===== config.mk =====
export PLATFORM = sky130hd
export DESIGN_NAME = video_host_tx_flat
export DESIGN_NICKNAME = d
export VERILOG_FILES = /design/src/core/video_link_pkg.sv /design/src/core/video_link_if.sv /design/src/core/video_host_tx.sv /design/src/core/link_sync.sv /design/src/flat_wrapper.sv
export SDC_FILE = /design/constraint.sdc
export NUM_CORES = 1
export LEC_CHECK = 0
export ABC_CLOCK_PERIOD_IN_PS = 12000
export BUFFER_PORTS_ARGS = -buffer_cell sky130_fd_sc_hd__clkbuf_2
export CAP_MARGIN = 20
export CORE_UTILIZATION = 40
export DETAILED_ROUTE_END_ITERATION = 10
export PLACE_DENSITY_LB_ADDON = 0.12
export SLEW_MARGIN = 40
export SYNTH_ARGS = -nofsm -noshare
export SYNTH_HDL_FRONTEND = slang
export SYNTH_SLANG_ARGS = --single-unit
export TNS_END_PERCENT = 1

===== constraint.sdc =====
create_clock -name clk -period 12 [get_ports clk]
set_input_delay 1.8 -clock clk [delete_from_list [all_inputs] [get_ports clk]]
set_output_delay 1.8 -clock clk [all_outputs]
set_load 0.1 [all_outputs]

===== src/core/video_link_pkg.sv =====
// shared constants for the video packet link: packet codes, modes,
// register map of the transmitter, link timing.
// assumes both ends run on one 20 MHz clock each.
package video_link_pkg;
    // clock figures
    localparam int CLK_PERIOD_NS = 50;
    localparam int LINK_PERIOD_NS = 400;
    // half link period in clk cycles, rounded down, not clamped, 4 here
    localparam int LINK_HALF_CYC = (LINK_PERIOD_NS / 2) / CLK_PERIOD_NS;
    localparam int DIV_W = $clog2(LINK_HALF_CYC) + 1;

    // one symbol per link period carries one packet code
    typedef enum logic [2:0] {
        PKT_NONE = 3'h0,
        PKT_VSYNC_START = 3'h1,
        PKT_VSYNC_END = 3'h2,
        PKT_HSYNC_START = 3'h3,
        PKT_HSYNC_END = 3'h4,
        PKT_BLANKING = 3'h5,
        PKT_PIXELS = 3'h6
    } pkt_t;

    // sequence modes
    localparam logic [1:0] MODE_PULSE = 2'h0;
    localparam logic [1:0] MODE_EVENT = 2'h1;
    localparam logic [1:0] MODE_BURST = 2'h2;

    // register offsets
    localparam logic [7:0] OFS_CTRL = 8'h00;
    localparam logic [7:0] OFS_HTIME = 8'h04;
    localparam logic [7:0] OFS_VTIME = 8'h08;
    localparam logic [7:0] OFS_STATUS = 8'h0C;

    // control fields
    localparam int CTRL_EN_BIT = 0;
    localparam int CTRL_MODE_LSB = 1;
    localparam int CTRL_LPBLANK_BIT = 3;
    localparam int CTRL_TURN_BIT = 4;

    // timing fields, one byte each, same layout in both timing words
    localparam int TIME_W = 8;
    localparam int SYNC_LSB = 0;
    localparam int BACK_LSB = 8;
    localparam int ACT_LSB = 16;
    localparam int FRONT_LSB = 24;
    localparam logic [31:0] HTIME_RST = 32'h04_20_04_02;
    localparam logic [31:0] VTIME_RST = 32'h02_08_02_01;

    // status fields
    localparam int LINE_W = 10;
    localparam int STAT_LINE_LSB = 0;
    localparam int STAT_RUN_BIT = 12;
    localparam int STAT_GRANT_BIT = 13;
    localparam int STAT_RV_BIT = 14;
    localparam int STAT_RVDATA_LSB = 16;

    // symbols needed to leave high speed and come back
    localparam logic [7:0] LP_MIN_SYMBOLS = 8'h02;
    localparam int BURST_SHIFT = 1;
    // longest reply of the receiver per turnaround, in symbols
    localparam logic [2:0] REPLY_MAX = 3'h4;
endpackage


===== src/core/video_link_if.sv =====
// link wires between the transmitter and the display receiver.
// assumes the transmitter makes linkClk; reverse wires are receiver driven.
`timescale 1ns/100ps
interface video_link_if;
    import video_link_pkg::*;
    logic linkClk; // symbol clock from the transmitter
    pkt_t pkt; // packet code of the current symbol
    logic lp; // lanes in low power idle
    logic grant; // bus handed to the receiver
    logic rvValid; // reverse byte present
    logic [7:0] rvData; // reverse byte
    logic rvDone; // receiver hands the bus back

    modport host (output linkClk, output pkt, output lp, output grant,
        input rvValid, input rvData, input rvDone);
    modport periph (input linkClk, input pkt, input lp, input grant,
        output rvValid, output rvData, output rvDone);
endinterface


===== src/core/video_host_tx.sv =====
// video packet transmitter: sequences sync, blanking and pixel symbols
// per line and frame, controlled over apb.
// assumes one clk, synchronous nrst, the receiver on the link interface.
//
// Decided for this implementation: the address map and the APB interface to the registers.
`timescale 1ns/100ps
// Operation
// - transmitter offers pulse, event and burst sequences
// - receiver accepts sequences without extra constraints
// - frame starts vsync start, others end/hsync
// - pixels never split across packets
// - zero porch drops its blanking packet
// - low power at least per frame
// - blanking interval may idle low power
// - receiver replies only after a turnaround
// - any packet order inside blanking accepted
// - pulse mode sends sync start and end; the first line sends no hsync end
// - pulse mode fills periods with blanking
// - long blanking may become low power
// - pulse mode keeps sync widths with end packets; first line sends no hsync end, receiver caps widths at its regen counts
// - event mode sends starts, receiver regenerates
// - burst compresses pixels then blanking/low power
// - receiver bounds reply length
// - clock and data ordering honoured
// - timing limits come from registers
module video_host_tx (
    input wire logic clk,
    input wire logic nrst,
    input wire logic psel,
    input wire logic penable,
    input wire logic pwrite,
    input wire logic [7:0] paddr,
    input wire logic [31:0] pwdata,
    output logic [31:0] prdata,
    output logic pready,
    output logic pslverr,
    video_link_if.host link
);
    import video_link_pkg::*;

    // line sequencer states
    typedef enum logic [6:0] {
        ST_IDLE = 7'h01,
        ST_LEAD = 7'h02,
        ST_HSYNC = 7'h04,
        ST_HSEND = 7'h08,
        ST_HBACK = 7'h10,
        ST_ACTIVE = 7'h20,
        ST_HFRONT = 7'h40
    } hstate_t;

    // whole state of the transmitter
    typedef struct packed {
        hstate_t st;
        logic [DIV_W-1:0] div;
        logic linkClk;
        pkt_t pkt;
        logic lp;
        logic grant;
        logic [7:0] cnt; // symbols left in the current period
        logic [LINE_W-1:0] line;
        logic en;
        logic [1:0] mode;
        logic lpBlank;
        logic turnReq;
        logic [31:0] htime;
        logic [31:0] vtime;
        logic rvValid; // sticky, cleared by a status read
        logic [7:0] rvData;
        logic pready;
        logic pslverr;
        logic [31:0] prdata;
    } host_reg_t;

    host_reg_t r_q;
    host_reg_t r_d;
    logic [9:0] rvSync; // {valid, done, data}
    logic [7:0] hSync, hBack, active_pixels_per_line, hFront;
    logic [LINE_W-1:0] vActStart, vActEnd, vTotal;
    logic [7:0] pixTicks;
    logic activeLine, fallTick, riseTick, pulse;

    // reverse wires come from the receiver's domain
    link_sync #(.W(10)) uRvSync (
        .clk(clk),
        .nrst(nrst),
        .d({link.rvValid, link.rvDone, link.rvData}),
        .q(rvSync)
    );

    // timing fields
    assign hSync = r_q.htime[SYNC_LSB +: TIME_W];
    assign hBack = r_q.htime[BACK_LSB +: TIME_W];
    assign active_pixels_per_line = r_q.htime[ACT_LSB +: TIME_W];
    assign hFront = r_q.htime[FRONT_LSB +: TIME_W];
    // vertical regions in order sync, back, active, front
    assign vActStart = LINE_W'(r_q.vtime[SYNC_LSB +: TIME_W]) + LINE_W'(r_q.vtime[BACK_LSB +: TIME_W]);
    assign vActEnd = vActStart + LINE_W'(r_q.vtime[ACT_LSB +: TIME_W]);
    assign vTotal = vActEnd + LINE_W'(r_q.vtime[FRONT_LSB +: TIME_W]);
    assign activeLine = (r_q.line >= vActStart) && (r_q.line < vActEnd);
    assign pulse = (r_q.mode == MODE_PULSE);
    // burst squeezes pixels into fewer symbols, never to zero
    assign pixTicks = (r_q.mode != MODE_BURST) ? active_pixels_per_line :
        (((active_pixels_per_line >> BURST_SHIFT) == 8'h00) && (active_pixels_per_line != 8'h00)) ? 8'h01 : (active_pixels_per_line >> BURST_SHIFT);
    // symbols change as linkClk falls, receiver samples on the rise
    assign fallTick = (r_q.div == DIV_W'(LINK_HALF_CYC - 1)) && r_q.linkClk;
    assign riseTick = (r_q.div == DIV_W'(LINK_HALF_CYC - 1)) && !r_q.linkClk;

    // period length of a state
    function automatic logic [7:0] lenOf(input hstate_t s, input logic [7:0] hs, input logic [7:0] hb,
            input logic [7:0] ha, input logic [7:0] hf);
        case (s)
            ST_HSYNC: lenOf = hs;
            ST_HBACK: lenOf = hb;
            ST_ACTIVE: lenOf = ha;
            ST_HFRONT: lenOf = hf;
            default: lenOf = 8'h01;
        endcase
    endfunction

    // next period within a line
    function automatic hstate_t succ(input hstate_t s, input logic isPulse, input logic firstLine);
        case (s)
            ST_LEAD: succ = isPulse ? ST_HSYNC : ST_HBACK;
            ST_HSYNC: succ = firstLine ? ST_HBACK : ST_HSEND;
            ST_HSEND: succ = ST_HBACK;
            ST_HBACK: succ = ST_ACTIVE;
            ST_ACTIVE: succ = ST_HFRONT;
            default: succ = ST_LEAD;
        endcase
    endfunction

    // sequencer, symbol builder and register file
    always_comb begin
        hstate_t nst;
        logic [7:0] len;
        logic [LINE_W-1:0] nline;
        logic bllpLp;
        nst = r_q.st;
        len = 8'h00;
        nline = r_q.line;
        bllpLp = 1'b0;
        r_d = r_q;
        // link clock divider, the transmitter owns the link clock
        if (r_q.div == DIV_W'(LINK_HALF_CYC - 1)) begin
            r_d.div = '0;
            r_d.linkClk = !r_q.linkClk;
        end else begin
            r_d.div = r_q.div + DIV_W'(1);
        end
        // new symbol on every falling link edge
        if (fallTick) begin
            if (r_q.st == ST_IDLE) begin
                if (r_q.en) begin
                    nst = ST_LEAD;
                    nline = '0;
                end
            end else if (r_q.cnt > 8'h01) begin
                r_d.cnt = r_q.cnt - 8'h01;
            end else begin
                nst = succ(r_q.st, pulse, r_q.line == '0);
                // zero length periods are dropped
                for (int i = 0; i < 4; i++) begin
                    if (nst != ST_LEAD && nst != ST_HSEND &&
                            lenOf(nst, hSync, hBack, active_pixels_per_line, hFront) == 8'h00) begin
                        nst = succ(nst, pulse, r_q.line == '0);
                    end
                end
                if (nst == ST_LEAD) begin
                    // line count wraps at the frame end
                    nline = (r_q.line + LINE_W'(1) >= vTotal) ? '0 : r_q.line + LINE_W'(1);
                    if (!r_q.en) begin
                        nst = ST_IDLE;
                    end
                end
            end
            if (nst != r_q.st || r_q.st == ST_IDLE) begin
                len = lenOf(nst, hSync, hBack, active_pixels_per_line, hFront);
                r_d.cnt = len;
            end else begin
                len = r_q.cnt;
            end
            r_d.st = nst;
            r_d.line = nline;
            // blanking becomes low power when allowed and long enough
            bllpLp = r_q.lpBlank && (lenOf(nst, hSync, hBack, active_pixels_per_line, hFront) >= LP_MIN_SYMBOLS);
            r_d.lp = 1'b0;
            r_d.pkt = PKT_NONE;
            case (nst)
                ST_IDLE: begin
                    r_d.lp = 1'b1;
                    r_d.grant = 1'b0;
                end
                ST_LEAD: begin
                    // first line vsync start, else vsync end or hsync start
                    if (nline == '0) begin
                        r_d.pkt = PKT_VSYNC_START;
                    end else if (pulse && nline == LINE_W'(r_q.vtime[SYNC_LSB +: TIME_W])) begin
                        r_d.pkt = PKT_VSYNC_END;
                    end else begin
                        r_d.pkt = PKT_HSYNC_START;
                    end
                end
                ST_HSEND: begin
                    r_d.pkt = PKT_HSYNC_END;
                end
                ST_ACTIVE: begin
                    if (nline >= vActStart && nline < vActEnd) begin
                        // one pixel group per symbol, never split
                        if (r_d.cnt > active_pixels_per_line - pixTicks) begin
                            r_d.pkt = PKT_PIXELS;
                        end else if (r_q.lpBlank) begin
                            r_d.lp = 1'b1;
                        end else begin
                            r_d.pkt = PKT_BLANKING;
                        end
                    end else begin
                        // vertical blanking line idles in low power
                        r_d.lp = 1'b1;
                        if (r_q.st != ST_ACTIVE && r_q.turnReq) begin
                            r_d.grant = 1'b1;
                            r_d.turnReq = 1'b0;
                        end
                    end
                end
                default: begin
                    // sync and porch periods
                    if (bllpLp) begin
                        r_d.lp = 1'b1;
                    end else begin
                        r_d.pkt = PKT_BLANKING;
                    end
                end
            endcase
            // bus comes back when the active period ends, timing first
            if (nst != ST_ACTIVE) begin
                r_d.grant = 1'b0;
            end
        end
        // reverse traffic sampled once per symbol
        if (riseTick && r_q.grant) begin
            if (rvSync[9]) begin
                r_d.rvValid = 1'b1;
                r_d.rvData = rvSync[7:0];
            end
            if (rvSync[8]) begin
                r_d.grant = 1'b0; // receiver is done
            end
        end
        // apb: answer in the first access cycle
        r_d.pready = psel && !penable;
        r_d.pslverr = 1'b0;
        r_d.prdata = '0;
        if (psel && !penable) begin
            case (paddr)
                OFS_CTRL: r_d.prdata = {27'h0, r_q.turnReq, r_q.lpBlank, r_q.mode, r_q.en};
                OFS_HTIME: r_d.prdata = r_q.htime;
                OFS_VTIME: r_d.prdata = r_q.vtime;
                OFS_STATUS: begin
                    r_d.prdata[STAT_LINE_LSB +: LINE_W] = r_q.line;
                    r_d.prdata[STAT_RUN_BIT] = (r_q.st != ST_IDLE);
                    r_d.prdata[STAT_GRANT_BIT] = r_q.grant;
                    r_d.prdata[STAT_RV_BIT] = r_q.rvValid;
                    r_d.prdata[STAT_RVDATA_LSB +: 8] = r_q.rvData;
                end
                default: r_d.pslverr = 1'b1;
            endcase
            if (pwrite) begin
                r_d.prdata = '0;
            end
        end
        if (psel && penable && r_q.pready) begin
            if (pwrite) begin
                case (paddr)
                    OFS_CTRL: begin
                        r_d.en = pwdata[CTRL_EN_BIT];
                        r_d.mode = pwdata[CTRL_MODE_LSB +: 2];
                        r_d.lpBlank = pwdata[CTRL_LPBLANK_BIT];
                        // a new request outranks the one just consumed
                        if (pwdata[CTRL_TURN_BIT]) begin
                            r_d.turnReq = 1'b1;
                        end
                    end
                    OFS_HTIME: r_d.htime = pwdata;
                    OFS_VTIME: r_d.vtime = pwdata;
                    default: ;
                endcase
            end else if (paddr == OFS_STATUS) begin
                // read clears, but a byte landing now wins
                if (!(riseTick && r_q.grant && rvSync[9])) begin
                    r_d.rvValid = 1'b0;
                end
            end
        end
    end

    // state register
    always_ff @(posedge clk) begin
        if (!nrst) begin
            r_q <= '0;
            r_q.st <= ST_IDLE;
            r_q.lp <= 1'b1;
            r_q.htime <= HTIME_RST;
            r_q.vtime <= VTIME_RST;
        end else begin
            r_q <= r_d;
        end
    end

    // every output straight from the state register
    assign prdata = r_q.prdata;
    assign pready = r_q.pready;
    assign pslverr = r_q.pslverr;
    assign link.linkClk = r_q.linkClk;
    assign link.pkt = r_q.pkt;
    assign link.lp = r_q.lp;
    assign link.grant = r_q.grant;
endmodule // video_host_tx


===== src/core/link_sync.sv =====
// two flip-flop synchroniser for signals crossing into clk.
// assumes multi-bit inputs stay steady for many clk cycles.
`timescale 1ns/100ps
module link_sync #(
    parameter int W = 1
) (
    input wire logic clk,
    input wire logic nrst,
    input wire logic [W-1:0] d,
    output logic [W-1:0] q
);
    // both stages in one state word
    typedef struct packed {
        logic [W-1:0] s1;
        logic [W-1:0] s2;
    } sync_t;
    sync_t r_q;
    sync_t r_d;

    // first stage feeds only the second
    always_comb begin
        r_d = r_q;
        r_d.s1 = d;
        r_d.s2 = r_q.s1;
    end

    always_ff @(posedge clk) begin
        if (!nrst) begin
            r_q <= '0;
        end else begin
            r_q <= r_d;
        end
    end

    assign q = r_q.s2;
endmodule // link_sync


===== src/flat_wrapper.sv =====
// flat-port wrapper written by rule: the top's interface ports become plain ports
module video_host_tx_flat import video_link_pkg::*;
  (clk, nrst, psel, penable, pwrite, paddr, pwdata, prdata, pready, pslverr, link_linkClk, link_pkt, link_lp, link_grant, link_rvValid, link_rvData, link_rvDone);
  video_link_if link_i ();
  input wire logic clk;
  input wire logic nrst;
  input wire logic psel;
  input wire logic penable;
  input wire logic pwrite;
  input wire logic [7:0] paddr;
  input wire logic [31:0] pwdata;
  output logic [31:0] prdata;
  output logic pready;
  output logic pslverr;
  output wire logic [$bits(link_i.linkClk)-1:0] link_linkClk;
  output wire logic [$bits(link_i.pkt)-1:0] link_pkt;
  output wire logic [$bits(link_i.lp)-1:0] link_lp;
  output wire logic [$bits(link_i.grant)-1:0] link_grant;
  input wire logic [$bits(link_i.rvValid)-1:0] link_rvValid;
  input wire logic [$bits(link_i.rvData)-1:0] link_rvData;
  input wire logic [$bits(link_i.rvDone)-1:0] link_rvDone;
  assign link_linkClk = link_i.linkClk;
  assign link_pkt = link_i.pkt;
  assign link_lp = link_i.lp;
  assign link_grant = link_i.grant;
  assign link_i.rvValid = link_rvValid;
  assign link_i.rvData = link_rvData;
  assign link_i.rvDone = link_rvDone;
  video_host_tx u_core (.clk(clk), .nrst(nrst), .psel(psel), .penable(penable), .pwrite(pwrite), .paddr(paddr), .pwdata(pwdata), .prdata(prdata), .pready(pready), .pslverr(pslverr), .link(link_i));
endmodule

# == After elaboration in Yosys (flattened, before gate mapping) ==
# Cells that the tools add are included.
# totals
regBits,166
inputBits,55
out_inout_bits,40
word_cells,237
# classes
n_addsub,7
n_lt_le_gt_ge,6
eq_ne,56
muxes,103
n_bitwise,2
reduce_logical,42
# ops
cell,n
$mux W7,26
$pmux W7 S5,5
$pmux W8 S4,5
$mux W8,18
$mux W66,1
$mux W65,1
$mux W32,2
$mux W10,6
$eq A7 B2 Y1 const B,7
$logic_not A8 Y1,6
$eq A7 B3 Y1 const B,6
$eq A7 B4 Y1 const B,6
$eq A7 B5 Y1 const B,6
$eq A7 B6 Y1 const B,6
$pmux W10 S4,1
$eq A7 B7 Y1 const B,5
$ne A7 B2 Y1 const B,4
$ne A7 B4 Y1 const B,4
$pmux W8 S3,1
$add A10 B8 Y10,2
$ge A10 B10 Y1,2
$logic_and A1 B1 Y1,20
$logic_not A10 Y1,2
$mux W1,20
38 further kinds,54

# == Longest topological paths before layout ==
# Gate-level depths: netlist (run 1).
# depth
depth_word,64
mapped_depth,37
ltp_nobuf,36

# == Modules after synthesis ==
# A second synthesis (run 1) with hierarchy kept.
# hier_totals
hier_cells,1360
area_unflattened_um2,10968.0
# by_module_without_submodules
mod,n_inst,cells_per_inst,area_per_inst_um2,seq_area_each_um2
video_host_tx,1,1318,10406.2,2922.8
link_sync,1,42,561.8,400.4

# == Worst setup path before layout (run 1) ==
# No wires, ideal clock.
# synth_path
kind,register to register
from,register u_core.r_q[43] (netlist bit)
to,register u_core.link.lp (netlist name)
setup_time_ps,122
arrival_ps,6546
required_ps,11878
setup_slack_ps,5332
path_stages_with_launch,35
n_path_buf,1
synth_period_minus_slack_ps,6668
cell_sequence,dfxtp_1 ha_1 fa_1 inv_1 fa_1 inv_1 ha_1 a21o_1 a21oi_1 o21ai_0 a21oi_1 o21bai_1 a21oi_1 xor2_1 ha_1 a2111o_1 a31oi_1 o21ai_0 a221oi_1 clkbuf_1 nand2_1 nor3_1 or2_2 ha_1 a21o_1 a21oi_1 nor2b_1 o21ai_0 nand2b_1 a21oi_1 o21a_1 o31ai_1 nor2_1 a41oi_1 o32a_1
# synth_between
elab_chain_len,13
word_cells_on_any_way,14
classes_between,add/sub (3); order compare (3); mux (7); reduce/logical (1)
# synth_rtl
item,line,rtl
start: declaration,video_host_tx.sv:75,host_reg_t r_q;
start signal: assignment,video_host_tx.sv:306,r_q <= r_d;
$add A8 B8 Y9 *,video_host_tx.sv:97,assign vActStart = LINE_W'(r_q.vtime[SYNC_LSB +: TIME_W]) + LINE_W'(r_q.vtime[BACK_LSB +: TIME_W]);
$add A10 B8 Y10,video_host_tx.sv:98,assign vActEnd = vActStart + LINE_W'(r_q.vtime[ACT_LSB +: TIME_W]);
$add A10 B8 Y10,video_host_tx.sv:99,assign vTotal = vActEnd + LINE_W'(r_q.vtime[FRONT_LSB +: TIME_W]);
$ge A10 B10 Y1,video_host_tx.sv:171,nline = (r_q.line + LINE_W'(1) >= vTotal) ? '0 : r_q.line + LINE_W'(1);
$mux W10,video_host_tx.sv:171,
$mux W10,video_host_tx.sv:169,if (nst == ST_LEAD) begin
$mux W10,video_host_tx.sv:158,end else if (r_q.cnt > 8'h01) begin
$mux W10,video_host_tx.sv:153,if (r_q.st == ST_IDLE) begin
$mux W10,video_host_tx.sv:152,if (fallTick) begin
$ge A10 B10 Y1 / $lt A10 B10 Y1 (equally long branches),video_host_tx.sv:208,if (nline >= vActStart && nline < vActEnd) begin
$logic_and A1 B1 Y1 *,video_host_tx.sv:208,
$mux W1 *,video_host_tx.sv:208,
$pmux W1 S3 *,video_host_tx.sv:189,case (nst)
# Mark *: on every way between the ends. The rest lies on a longest branch, timed or not. The select of a mux whose other input is x is not followed.
# A chain may end at the register's enable or synchronous reset.

# == Worst setup path after layout (run 1) ==
# layout_path
from,register u_core.r_q[43] (netlist bit)
to,register u_core.link.lp (netlist name)
# layout_between
elab_chain_len,13
word_cells_on_any_way,14
classes_between,add/sub (3); order compare (3); mux (7); reduce/logical (1)
# layout_rtl
item,line
$add A8 B8 Y9 *,video_host_tx.sv:97
$add A10 B8 Y10,video_host_tx.sv:98
$add A10 B8 Y10,video_host_tx.sv:99
$ge A10 B10 Y1,video_host_tx.sv:171
$mux W10,video_host_tx.sv:171
$mux W10,video_host_tx.sv:169
$mux W10,video_host_tx.sv:158
$mux W10,video_host_tx.sv:153
$mux W10,video_host_tx.sv:152
$ge A10 B10 Y1 / $lt A10 B10 Y1 (equally long branches),video_host_tx.sv:208
$logic_and A1 B1 Y1 *,video_host_tx.sv:208
$mux W1 *,video_host_tx.sv:208
$pmux W1 S3 *,video_host_tx.sv:189
# Marks and branches as above.

==> results of run 1 <==
worst reg2reg max path, delay by kind of cell (launching register included):
| kind | cells | cell delay [ns] |
|---|---|---|
| AO/OA/AOI/OAI | 18 | 3.32 |
| adder cells (fa/ha/maj) | 6 | 2.04 |
| flip-flops | 1 | 0.33 |
| buffers and inverters | 3 | 0.40 |
| XOR/XNOR | 1 | 0.10 |
| AND/OR/NAND/NOR | 6 | 1.08 |
per-stage QoR:
stage                     std cells  area (um2)
after detailed placement       1768       11720
after CTS                      1800       12320
after global placement         1767       11690
after global routing           1800       12330
final                          1800       12330
after floorplan                1400       11270
where the power goes:
part,switching [mW],internal (mW)
clock,0.265,0.302
sequential,0.00296,0.556
combinational,0.0389,0.0234
kinds of logic (layout without fill, tap and decap cells):
kind of cell	after synthesis	in the layout	synth area share, %
XOR/XNOR	43	43	3.340
adder cells (fa/ha/maj)	77	77	8.812
AND/OR/NAND/NOR	546	546	24.18
multiplexers	36	36	3.729
buffers and inverters	175	197	7.502
flip-flops	166	166	29.48
AO/OA/AOI/OAI	357	357	22.96
metal layers:
metal	part of all wire, %	wire length, um	vias to the layer above
met5	0	0	-
met4	1.4	537	0
met3	5.4	2023	40
met2	47	17480	339
met1	47	17490	5011
li1	-	-	4944
state kept, by name (all words and copies together) (netlist names), 3 cells and up:
register / count
u_core.link.pkt: 3
u_core.hFront: 8
u_core.active_pixels_per_line: 8
u_core.r_q: 74
u_core.prdata: 32
u_core.hBack: 8
u_core.uRvSync.r_d: 10
u_core.uRvSync.q: 10
u_core.hSync: 8
area by class of cell:
cell class / instances / area, um2 / share of cell area (%)
well taps: 378 / 473.0 / 3.837
multi-input cells: 1059 / 7159 / 58.09
inverters: 61 / 229.0 / 1.858
repair buffers: 104 / 548.0 / 4.446
clock inverters: 14 / 153.9 / 1.249
flip-flops and latches: 166 / 3323 / 26.96
clock buffers: 18 / 439.2 / 3.563
final timing paths:
path                                      start               to  slack [ns]  cells after the start
worst min-delay path            u_core.r_q[136]  u_core.r_q[136]        0.43                      1
worst min register to register  u_core.r_q[136]  u_core.r_q[136]        0.43                      1
worst max register to register   u_core.r_q[43]   u_core.link.lp        4.64                     34
worst max-delay path             u_core.r_q[43]   u_core.link.lp        4.64                     34
placed cells by master (no fill, tap or decap), drive strengths merged, types with 15 or more instances in the layout:
cell	n
a21oi	77
nor3	22
mux2i	27
nor4	15
dfxtp	166
xnor2	29
and3	19
and2	34
a22oi	15
nand3	37
clkbuf	111
inv	69
ha	73
nand2	229
nor2	102
o21ai	40
a21boi	76
a21o	19
==> impl_metrics.ini, run 1 <==
[run_status]
outcome = completed

[sta]
clock_skew_ns = 0.01038
min_period_ns = 7.358
setup_violations = 0
grt_setup_unrepaired = no
max_slew_margin_pct = 44.03
fin_crit_sh_pct = 61.31
final_hold_viol_count = 0
drv_slew = 0
fin_ws_ns = 4.642
hold_slack_ns = 0.4253
max_clock_freq_ghz = 0.1359
tightest_slew_ns = 0.8396
final.setup.tns_ns = 0

[synthesis]
ys.flop_type = dfxtp_1
synth_seq_cells = 166
yosysUniqueCellTypes = 100
synth_top_area_share_pct = 29.48
syn_area_um2 = 11270
synth_cells = 1400
synth.top_cells.by_count = nand2_1 (229), dfxtp_1 (166), nor2_1 (98)
synth_sequential_area_ratio_pct = 29.48
synth_area_per_cell_um2 = 8.053
synth_top_area_cell = dfxtp_1
yosysMostFrequentCell = nand2_1
syn-num-nets = 1532
synth.area.top_cells = dfxtp_1 (29%), ha_1 (8.1%), nand2_1 (7.6%), a21boi_0 (5.0%), a21oi_1 (3.3%)
yosys_warnings = 0
async_flop_share_pct = 0
synth_edf_count = 0

[floorplan]
dieHeight_um = 169.9
start_util_pct = 40.58
rows = 61
die_w_um = 169.9
core_um2 = 27780
num_io_pins = 95
die_area_um2 = 28860

[placement]
dpl.hpwl_um = 28460
portBuffers = 94
dpl_worst_slack_ns = 4.739
place_congestion = 0.9319

[drt]
wl_per_cell_um = 20.85
firstDrtPassIters = 5
ant_nets = 0
drc = 0
dr_total_vias = 10330
routed_wirelength_um = 37530
vias_per_cell = 5.741
drtIter0Drc = 903

[critical_path]
endpoint_kind = flip-flop
cp_slowest_cell = fa_1
crit_arrival_ns = 7.69
start_kind = flip-flop
slowest_delay_ns = 0.58
critPathBufInv = 3
critPathTopFamily = compound AO/OA/AOI/OAI gates
crit_type = flip-flop to flip-flop
cp_max_fo = 14
crit_top_cell = a21oi_1
cp.required_ns = 12.33

[pwr]
total_power_mw = 1.187
ir_drop_v = 0.00009074
p_leak_nw = 5.075
powerDensity_nw_per_um2 = 96.34

[cells_and_area]
fin_util_pct = 44.37
drive_above_1_share_pct = 14.35
antennaDiodeCount = 0
finalNetCount = 1541
fillCellCount = 2881
area_delta_synth_final_pct = 9.322

[global_routing]
busiest_layer = met2
gr-usage-met1_pct = 36.51
groute.layer.met3.usage_pct = 3.953
grt_overflow = 0
grt_pass1_vias = 9768
grt_pass1_wl_um = 58170
grt_use_met2_pct = 44.05
grt_antenna_before_repair = 0
grt_max_degree = 76
grtUsageTotal_pct = 26.64

[clocking]
cts_buffers = 17
clk_latency_ns = 0.44
cts_tree = done
ctsHtreeMaxLevel = 4
root_buffer = clkbuf_16
hold_buffers = 0
ctsLongestPathBuffers = 2
cts_resized = 0
clock_sinks = 166
clk_pin_slew_worst_paths_ns = 0.07
postCtsSetupRepairBufs = 0

[flow_run]
drv_cap = 0

[worst_hold_path]
hold_path_class = flip-flop to flip-flop
Power figures use the tool's default switching activity.
==> run 2, diff against run 1 <==
--- a/config.mk
+++ b/config.mk
@@ -5,7 +5,8 @@
 export SDC_FILE = /design/constraint.sdc
 export NUM_CORES = 1
 export LEC_CHECK = 0
-export ABC_CLOCK_PERIOD_IN_PS = 12000
+export ABC_AREA = 1
+export ABC_CLOCK_PERIOD_IN_PS = 7600
 export BUFFER_PORTS_ARGS = -buffer_cell sky130_fd_sc_hd__clkbuf_2
 export CAP_MARGIN = 20
 export CORE_UTILIZATION = 40
==> constraint.sdc (replaced) <==
create_clock -name clk -period 7.6 [get_ports clk]
set_input_delay 1.14 -clock clk [delete_from_list [all_inputs] [get_ports clk]]
set_output_delay 1.14 -clock clk [all_outputs]
set_load 0.1 [all_outputs]
==> run 2 against run 1 <==
Compared with the run above: sequential power up 57%; power up 57%; synthesized cell count up 5.0%; largest power group unchanged; non-clock buffer count up 11; final cell count up 3.8%; utilization up 1.6 points; design area down 6.1%.
==> impl_metrics.ini, run 2 <==
[synthesis]
yosysMostFrequentCell = nand2_1
synth.area.top_cells = dfxtp_1 (32%), nand2_1 (9.9%), ha_1 (8.9%), inv_1 (7.3%), a21oi_1 (6.6%)
synth_top_area_share_pct = 32.33
synth_top_area_cell = dfxtp_1
syn_area_um2 = 10280
synth_seq_cells = 166
syn-num-nets = 1602
synth_cells = 1470
synth.top_cells.by_count = nand2_1 (272), inv_1 (200), dfxtp_1 (166)
synth_sequential_area_ratio_pct = 32.33
ys.flop_type = dfxtp_1
yosys_warnings = 0
synth_area_per_cell_um2 = 6.992
synth_edf_count = 0
yosysUniqueCellTypes = 48
async_flop_share_pct = 0

[drt]
routed_wirelength_um = 33150
drc = 0
dr_total_vias = 9820
ant_nets = 0
vias_per_cell = 5.257
wl_per_cell_um = 17.74
drtIter0Drc = 795
firstDrtPassIters = 5

[cells_and_area]
final_common_cell = nand2_1
drive_above_1_share_pct = 14.04
fillCellCount = 2644
finalNetCount = 1657
largest_register = u_core.r_q
layout_common_cells = nand2_1 (272), inv_1 (198), dfxtp_1 (166), a21oi_1 (136), nor2_1 (115)
seq_area_um2 = 3323
multiInputGateArea_um2 = 5759
area_delta_synth_final_pct = 12.55
largest_reg_flops = 74
antennaDiodeCount = 0

[clocking]
clk_latency_ns = 0.44
clk_pin_slew_worst_paths_ns = 0.08
cts_tree = done
root_buffer = clkbuf_16
cts_buffers = 17
ctsLongestPathBuffers = 2
ctsHtreeMaxLevel = 4
clock_sinks = 166

[global_routing]
grt_pass1_wl_um = 51270
grt_max_degree = 96
grt_antenna_before_repair = 0
grt_overflow = 0
grt_pass1_vias = 9079
grtUsageTotal_pct = 25.52

[pwr]
p_sw_mw = 0.5106
p_clk_share_pct = 49.6
ir_drop_v = 0.0001403
total_power_mw = 1.865
p_comb_share_pct = 3.3
powerDensity_nw_per_um2 = 161.2
switching_share_pct = 27.38
power.internal_mw = 1.354
p_leak_nw = 5.464
pwr-share-seq_pct = 47.1

[critical_path]
crit_top_cell = nand2_1
r2r_end = u_core.link.pkt[2]
crit_type = flip-flop to flip-flop
start_kind = flip-flop
cp_slowest_cell = fa_2
cp.required_ns = 7.94
reg2reg_from = u_core.r_q[43]
critPathTopFamily = compound AO/OA/AOI/OAI gates
worstRegToRegCells = 47
crit_arrival_ns = 7.28
cp_max_fo = 7
r2r_setup_slack_ns = 0.66
slowest_delay_ns = 0.36
endpoint_kind = flip-flop
critPathBufInv = 4

[worst_hold_path]
min_to = u_core.uRvSync.q[2]
hold_path_depth = 2
hold_path_class = flip-flop to flip-flop
hp-start = u_core.uRvSync.r_d[2]

[floorplan]
die_area_um2 = 26340
dieHeight_um = 162.3
num_io_pins = 95
start_util_pct = 40.82
core_um2 = 25180
die_w_um = 162.3
rows = 58

[sta]
max_slew_margin_pct = 54.78
clock_skew_ns = 0.01445
max_clock_freq_ghz = 0.1441
min_period_ns = 6.940
final_hold_viol_count = 0
drv_slew = 0
setup_violations = 0
final.setup.tns_ns = 0
grt_setup_unrepaired = no
hold_slack_ns = 0.4069
fin_crit_sh_pct = 91.32
tightest_slew_ns = 0.6747
fin_ws_ns = 0.6597

[placement]
dpl.hpwl_um = 25630
dpl_worst_slack_ns = 0.5867
place_congestion = 0.9028
portBuffers = 94

[run_status]
outcome = completed

[flow_run]
drv_cap = 0
==> run 2: cell types whose count changed in the layout (fill, tap and decap cells not counted), moves of 27 or more <==
| cell | previous run | this run |
|---|---|---|
| o21ai_0 | 37 | 101 |
| mux2i_1 | 27 | 0 |
| nand2_1 | 227 | 272 |
| nand3_1 | 37 | 73 |
| and2_1 | 34 | 0 |
| inv_1 | 60 | 198 |
| a21oi_1 | 75 | 136 |
| a21boi_0 | 75 | 1 |
==> run 2: power by group through the flow <==
stage	clock network [mW]	registers, mW	logic, mW
global route	0.971	0.880	0.0685
finish	0.924	0.879	0.0618
global placement	0	0.900	0.0615
floorplan	0	0.905	0.0269
detailed placement	0	0.900	0.0620
CTS	0.939	0.879	0.0622
==> run 2: what timing repair did <==
action | in CTS | in global routing
setup buffers | 0 | 5
gates resized for setup | 0 | 14
hold buffers | 0 | 0
hold endpoints to repair | 0 | 0
setup endpoints to repair | 0 | 6
==> run 2: cell families (layout without fill, tap and decap cells) <==
group	count (synthesis)	after routing	share of synthesized area, %
xor+xnor	36	36	3.068
flops	166	166	32.33
simple gates	573	573	25.02
buf+inv	292	360	12.27
compound gates	326	326	17.65
fa+ha+maj	77	77	9.665
==> run 2: worst min-delay path: stages, from the launching register on <==
cell and delay, ns:
dfxtp_1 0.31, nand2_1 0.05, inv_1 0.04
==> run 2: cell type report <==
cell class | count | share of cell area (%)
clock inverter | 15 | 1.839
tap | 330 | 3.569
sequential | 166 | 28.73
timing repair buffer | 115 | 5.462
multi-input combinational | 1012 | 49.78
inverter | 213 | 6.944
clock buffer | 17 | 3.677
==> run 2: how the worst max path moves through the flow <==
stage	startpoint	end	slack (ns)	depth (start not counted)
final	u_core.r_q[43]	u_core.link.pkt[2]	0.66	47
after global routing	u_core.r_q[43]	u_core.link.pkt[2]	0.02	48
after CTS	u_core.r_q[45]	u_core.link.pkt[2]	0.52	48
after detailed placement	u_core.r_q[45]	u_core.link.pkt[2]	0.59	48
after global placement	u_core.r_q[45]	u_core.link.pkt[2]	0.77	48
after floorplan	u_core.r_q[43]	u_core.r_q[107]	1.50	44
==> run 2: layer usage <==
layer | track usage (%) | share of wire [%] | vias up
met2 | 39.47 | 44 | 262
li1 | - | - | 4955
met4 | 8.019 | 2.3 | 0
met3 | 3.958 | 5.0 | 42
met1 | 36.11 | 49 | 4561
met5 | 0 | 0 | -
==> run 2: through the flow <==
stage                     instances  util [%]  cell area (um2)
after global routing           1868     45.94            11570
after detailed placement       1831     43.06            10840
after global placement         1831     43.02            10830
after CTS                      1863     45.59            11480
final                          1868     45.94            11570
after floorplan                1470         -            10280
==> run 3, diff against run 2 <==
--- a/config.mk
+++ b/config.mk
@@ -8,7 +8,8 @@
 export ABC_AREA = 1
 export ABC_CLOCK_PERIOD_IN_PS = 7600
 export BUFFER_PORTS_ARGS = -buffer_cell sky130_fd_sc_hd__clkbuf_2
-export CAP_MARGIN = 20
+export CORE_ASPECT_RATIO = 0.8
+export CORE_MARGIN = 5
 export CORE_UTILIZATION = 40
 export DETAILED_ROUTE_END_ITERATION = 10
 export PLACE_DENSITY_LB_ADDON = 0.12
==> run 3 against run 2 <==
Compared with the run above: die area increased by 10%; sequential cell count unchanged; critical endpoint unchanged; highest routed layer unchanged; critical path depth rose by 1; via count grew 0.98%; count of clock-buffer cells in the layout up 1; non-clock buffer count is 7 higher; utilization rose by 0.27 points; worst hold slack gained 0.0061 ns.
==> impl_metrics.ini, run 3 (same netlist as run 2, synthesis figures left out) <==
[clocking]
ctsLongestPathBuffers = 2
ctsHtreeMaxLevel = 4
cts_tree = done
clk_latency_ns = 0.45
root_buffer = clkbuf_16
hold_buffers = 0
cts_buffers = 17
clock_sinks = 166
clk_pin_slew_worst_paths_ns = 0.08

[cells_and_area]
layout_common_cells = nand2_1 (270), inv_1 (200), dfxtp_1 (165), a21oi_1 (133), nor2_1 (115)
fin_cells = 1869
drive_above_1_share_pct = 15.28
antennaDiodeCount = 0
finalNetCount = 1664
design_area_um2 = 11700
fillCellCount = 2623
largest_register = u_core.r_q
largest_reg_flops = 74
final_common_cell = nand2_1
area_delta_synth_final_pct = 13.79

[pwr]
power.internal_mw = 1.379
switching_share_pct = 25.22
ir_drop_v = 0.0001525
p_clk_share_pct = 48.9
pwr-share-seq_pct = 47.7
powerDensity_nw_per_um2 = 157.6
p_leak_nw = 5.503
p_sw_mw = 0.4648
p_comb_share_pct = 3.4

[worst_hold_path]
hold_path_depth = 2
hp-start = u_core.uRvSync.r_d[9]
min_to = u_core.uRvSync.q[9]
hold_path_class = flip-flop to flip-flop

[global_routing]
grt_pass1_vias = 9119
grt_pass1_wl_um = 51720
grtUsageTotal_pct = 22.61
grt_max_degree = 55
grt_antenna_before_repair = 0
grt_overflow = 0

[floorplan]
die_area_um2 = 29020
dieHeight_um = 153.4
num_io_pins = 95
rows = 52
start_util_pct = 40.61
die_w_um = 189.2
core_um2 = 25310

[sta]
setup_violations = 0
clock_skew_ns = 0.01702
max_clock_freq_ghz = 0.1420
min_period_ns = 7.042
tightest_slew_ns = 0.8015
fin_crit_sh_pct = 92.66
max_slew_margin_pct = 46.50
drv_slew = 0
final_hold_viol_count = 0

[run_status]
outcome = completed

[flow_run]
drv_cap = 0

[critical_path]
cp_slowest_cell = fa_2
worstRegToRegCells = 48
cp.required_ns = 7.94
r2r_end = u_core.link.pkt[2]
cp_max_fo = 5
crit_arrival_ns = 7.38
slowest_delay_ns = 0.35
r2r_setup_slack_ns = 0.56
endpoint_kind = flip-flop
crit_type = flip-flop to flip-flop
reg2reg_from = u_core.r_q[43]
crit_top_cell = nand2_1
start_kind = flip-flop

[drt]
vias_per_cell = 5.306
drc = 0
drtIter0Drc = 965
firstDrtPassIters = 5
ant_nets = 0
wl_per_cell_um = 17.81
routed_wirelength_um = 33290
dr_total_vias = 9916

[placement]
placed_area_um2 = 10860
dpl.hpwl_um = 26040
place_inst = 1827
portBuffers = 94
place_congestion = 0.9214
[run 3: power by group through the flow]
stage	combinational, mW	sequential [mW]	clock [mW]
2_1_floorplan	0.0269	0.905	0
3_3_place_gp	0.0609	0.900	0
3_5_place_dp	0.0623	0.900	0
4_1_cts	0.0624	0.879	0.916
5_1_grt	0.0698	0.880	0.951
6_report	0.0623	0.879	0.902
[run 3: what timing repair did]
item | CTS | global route
setup buffers | 0 | 10
setup endpoints to repair | 0 | 6
endpoints found under the hold margin | 0 | 0
resized for setup | 0 | 30
[run 3: final cells by class]
class | instances | area, um2 | share of cell area, %
Inverter | 213 | 803.3 | 6.868
Tap cell | 324 | 405.4 | 3.466
Timing Repair Buffer | 122 | 693.2 | 5.926
Multi-Input combinational cell | 1012 | 5847 | 49.99
Clock inverter | 14 | 183.9 | 1.573
Clock buffer | 18 | 439.2 | 3.755
Sequential cell | 166 | 3324 | 28.42
[run 3: worst max-delay path by stage]
| stage | startpoint | to | slack, ns | cells after the start |
|---|---|---|---|---|
| 6_report | u_core.r_q[43] | u_core.link.pkt[2] | 0.56 | 48 |
| 3_5_place_dp | u_core.r_q[43] | u_core.link.pkt[2] | 0.39 | 46 |
| 4_1_cts | u_core.r_q[43] | u_core.link.pkt[2] | 0.33 | 46 |
| 5_1_grt | u_core.r_q[43] | u_core.link.pkt[2] | -0.05 | 48 |
| 3_3_place_gp | u_core.r_q[43] | u_core.link.pkt[2] | 0.44 | 45 |
| 2_1_floorplan | u_core.r_q[43] | u_core.r_q[107] | 1.50 | 44 |
[run 3: metal layers]
metal	GRT usage, %	part of all wire [%]	wire [um]	vias to the layer above
met5	0	0	0	-
met4	5.579	1.8	590	0
met3	3.830	7.6	2514	38
met2	32.89	41	13810	363
met1	34.60	49	16370	4541
li1	-	-	-	4974
[run 3: critical path: cells and delay by family (launching register included)]
kind            cells  cell delay [ns]
fa+ha+maj           6             1.78
simple gates       16             1.50
compound gates     11             1.41
flops               1             0.33
buf+inv            12             1.32
xor+xnor            3             0.55
[run 3: stage by stage]
step / util (%) / hold WS [ns] / power, mW / worst slack [ns] / setup TNS, ns
2_1_floorplan: - / 0.3905 / 0.9319 / 1.504 / 0
4_1_cts: 45.39 / 0.4158 / 1.857 / 0.3296 / 0
3_5_place_dp: 42.93 / 0.3975 / 0.9620 / 0.3904 / 0
5_1_grt: 46.21 / 0.4326 / 1.900 / -0.04931 / -0.1005
3_3_place_gp: 42.81 / 0.3961 / 0.9605 / 0.4408 / 0
6_report: 46.21 / 0.4130 / 1.843 / 0.5580 / 0
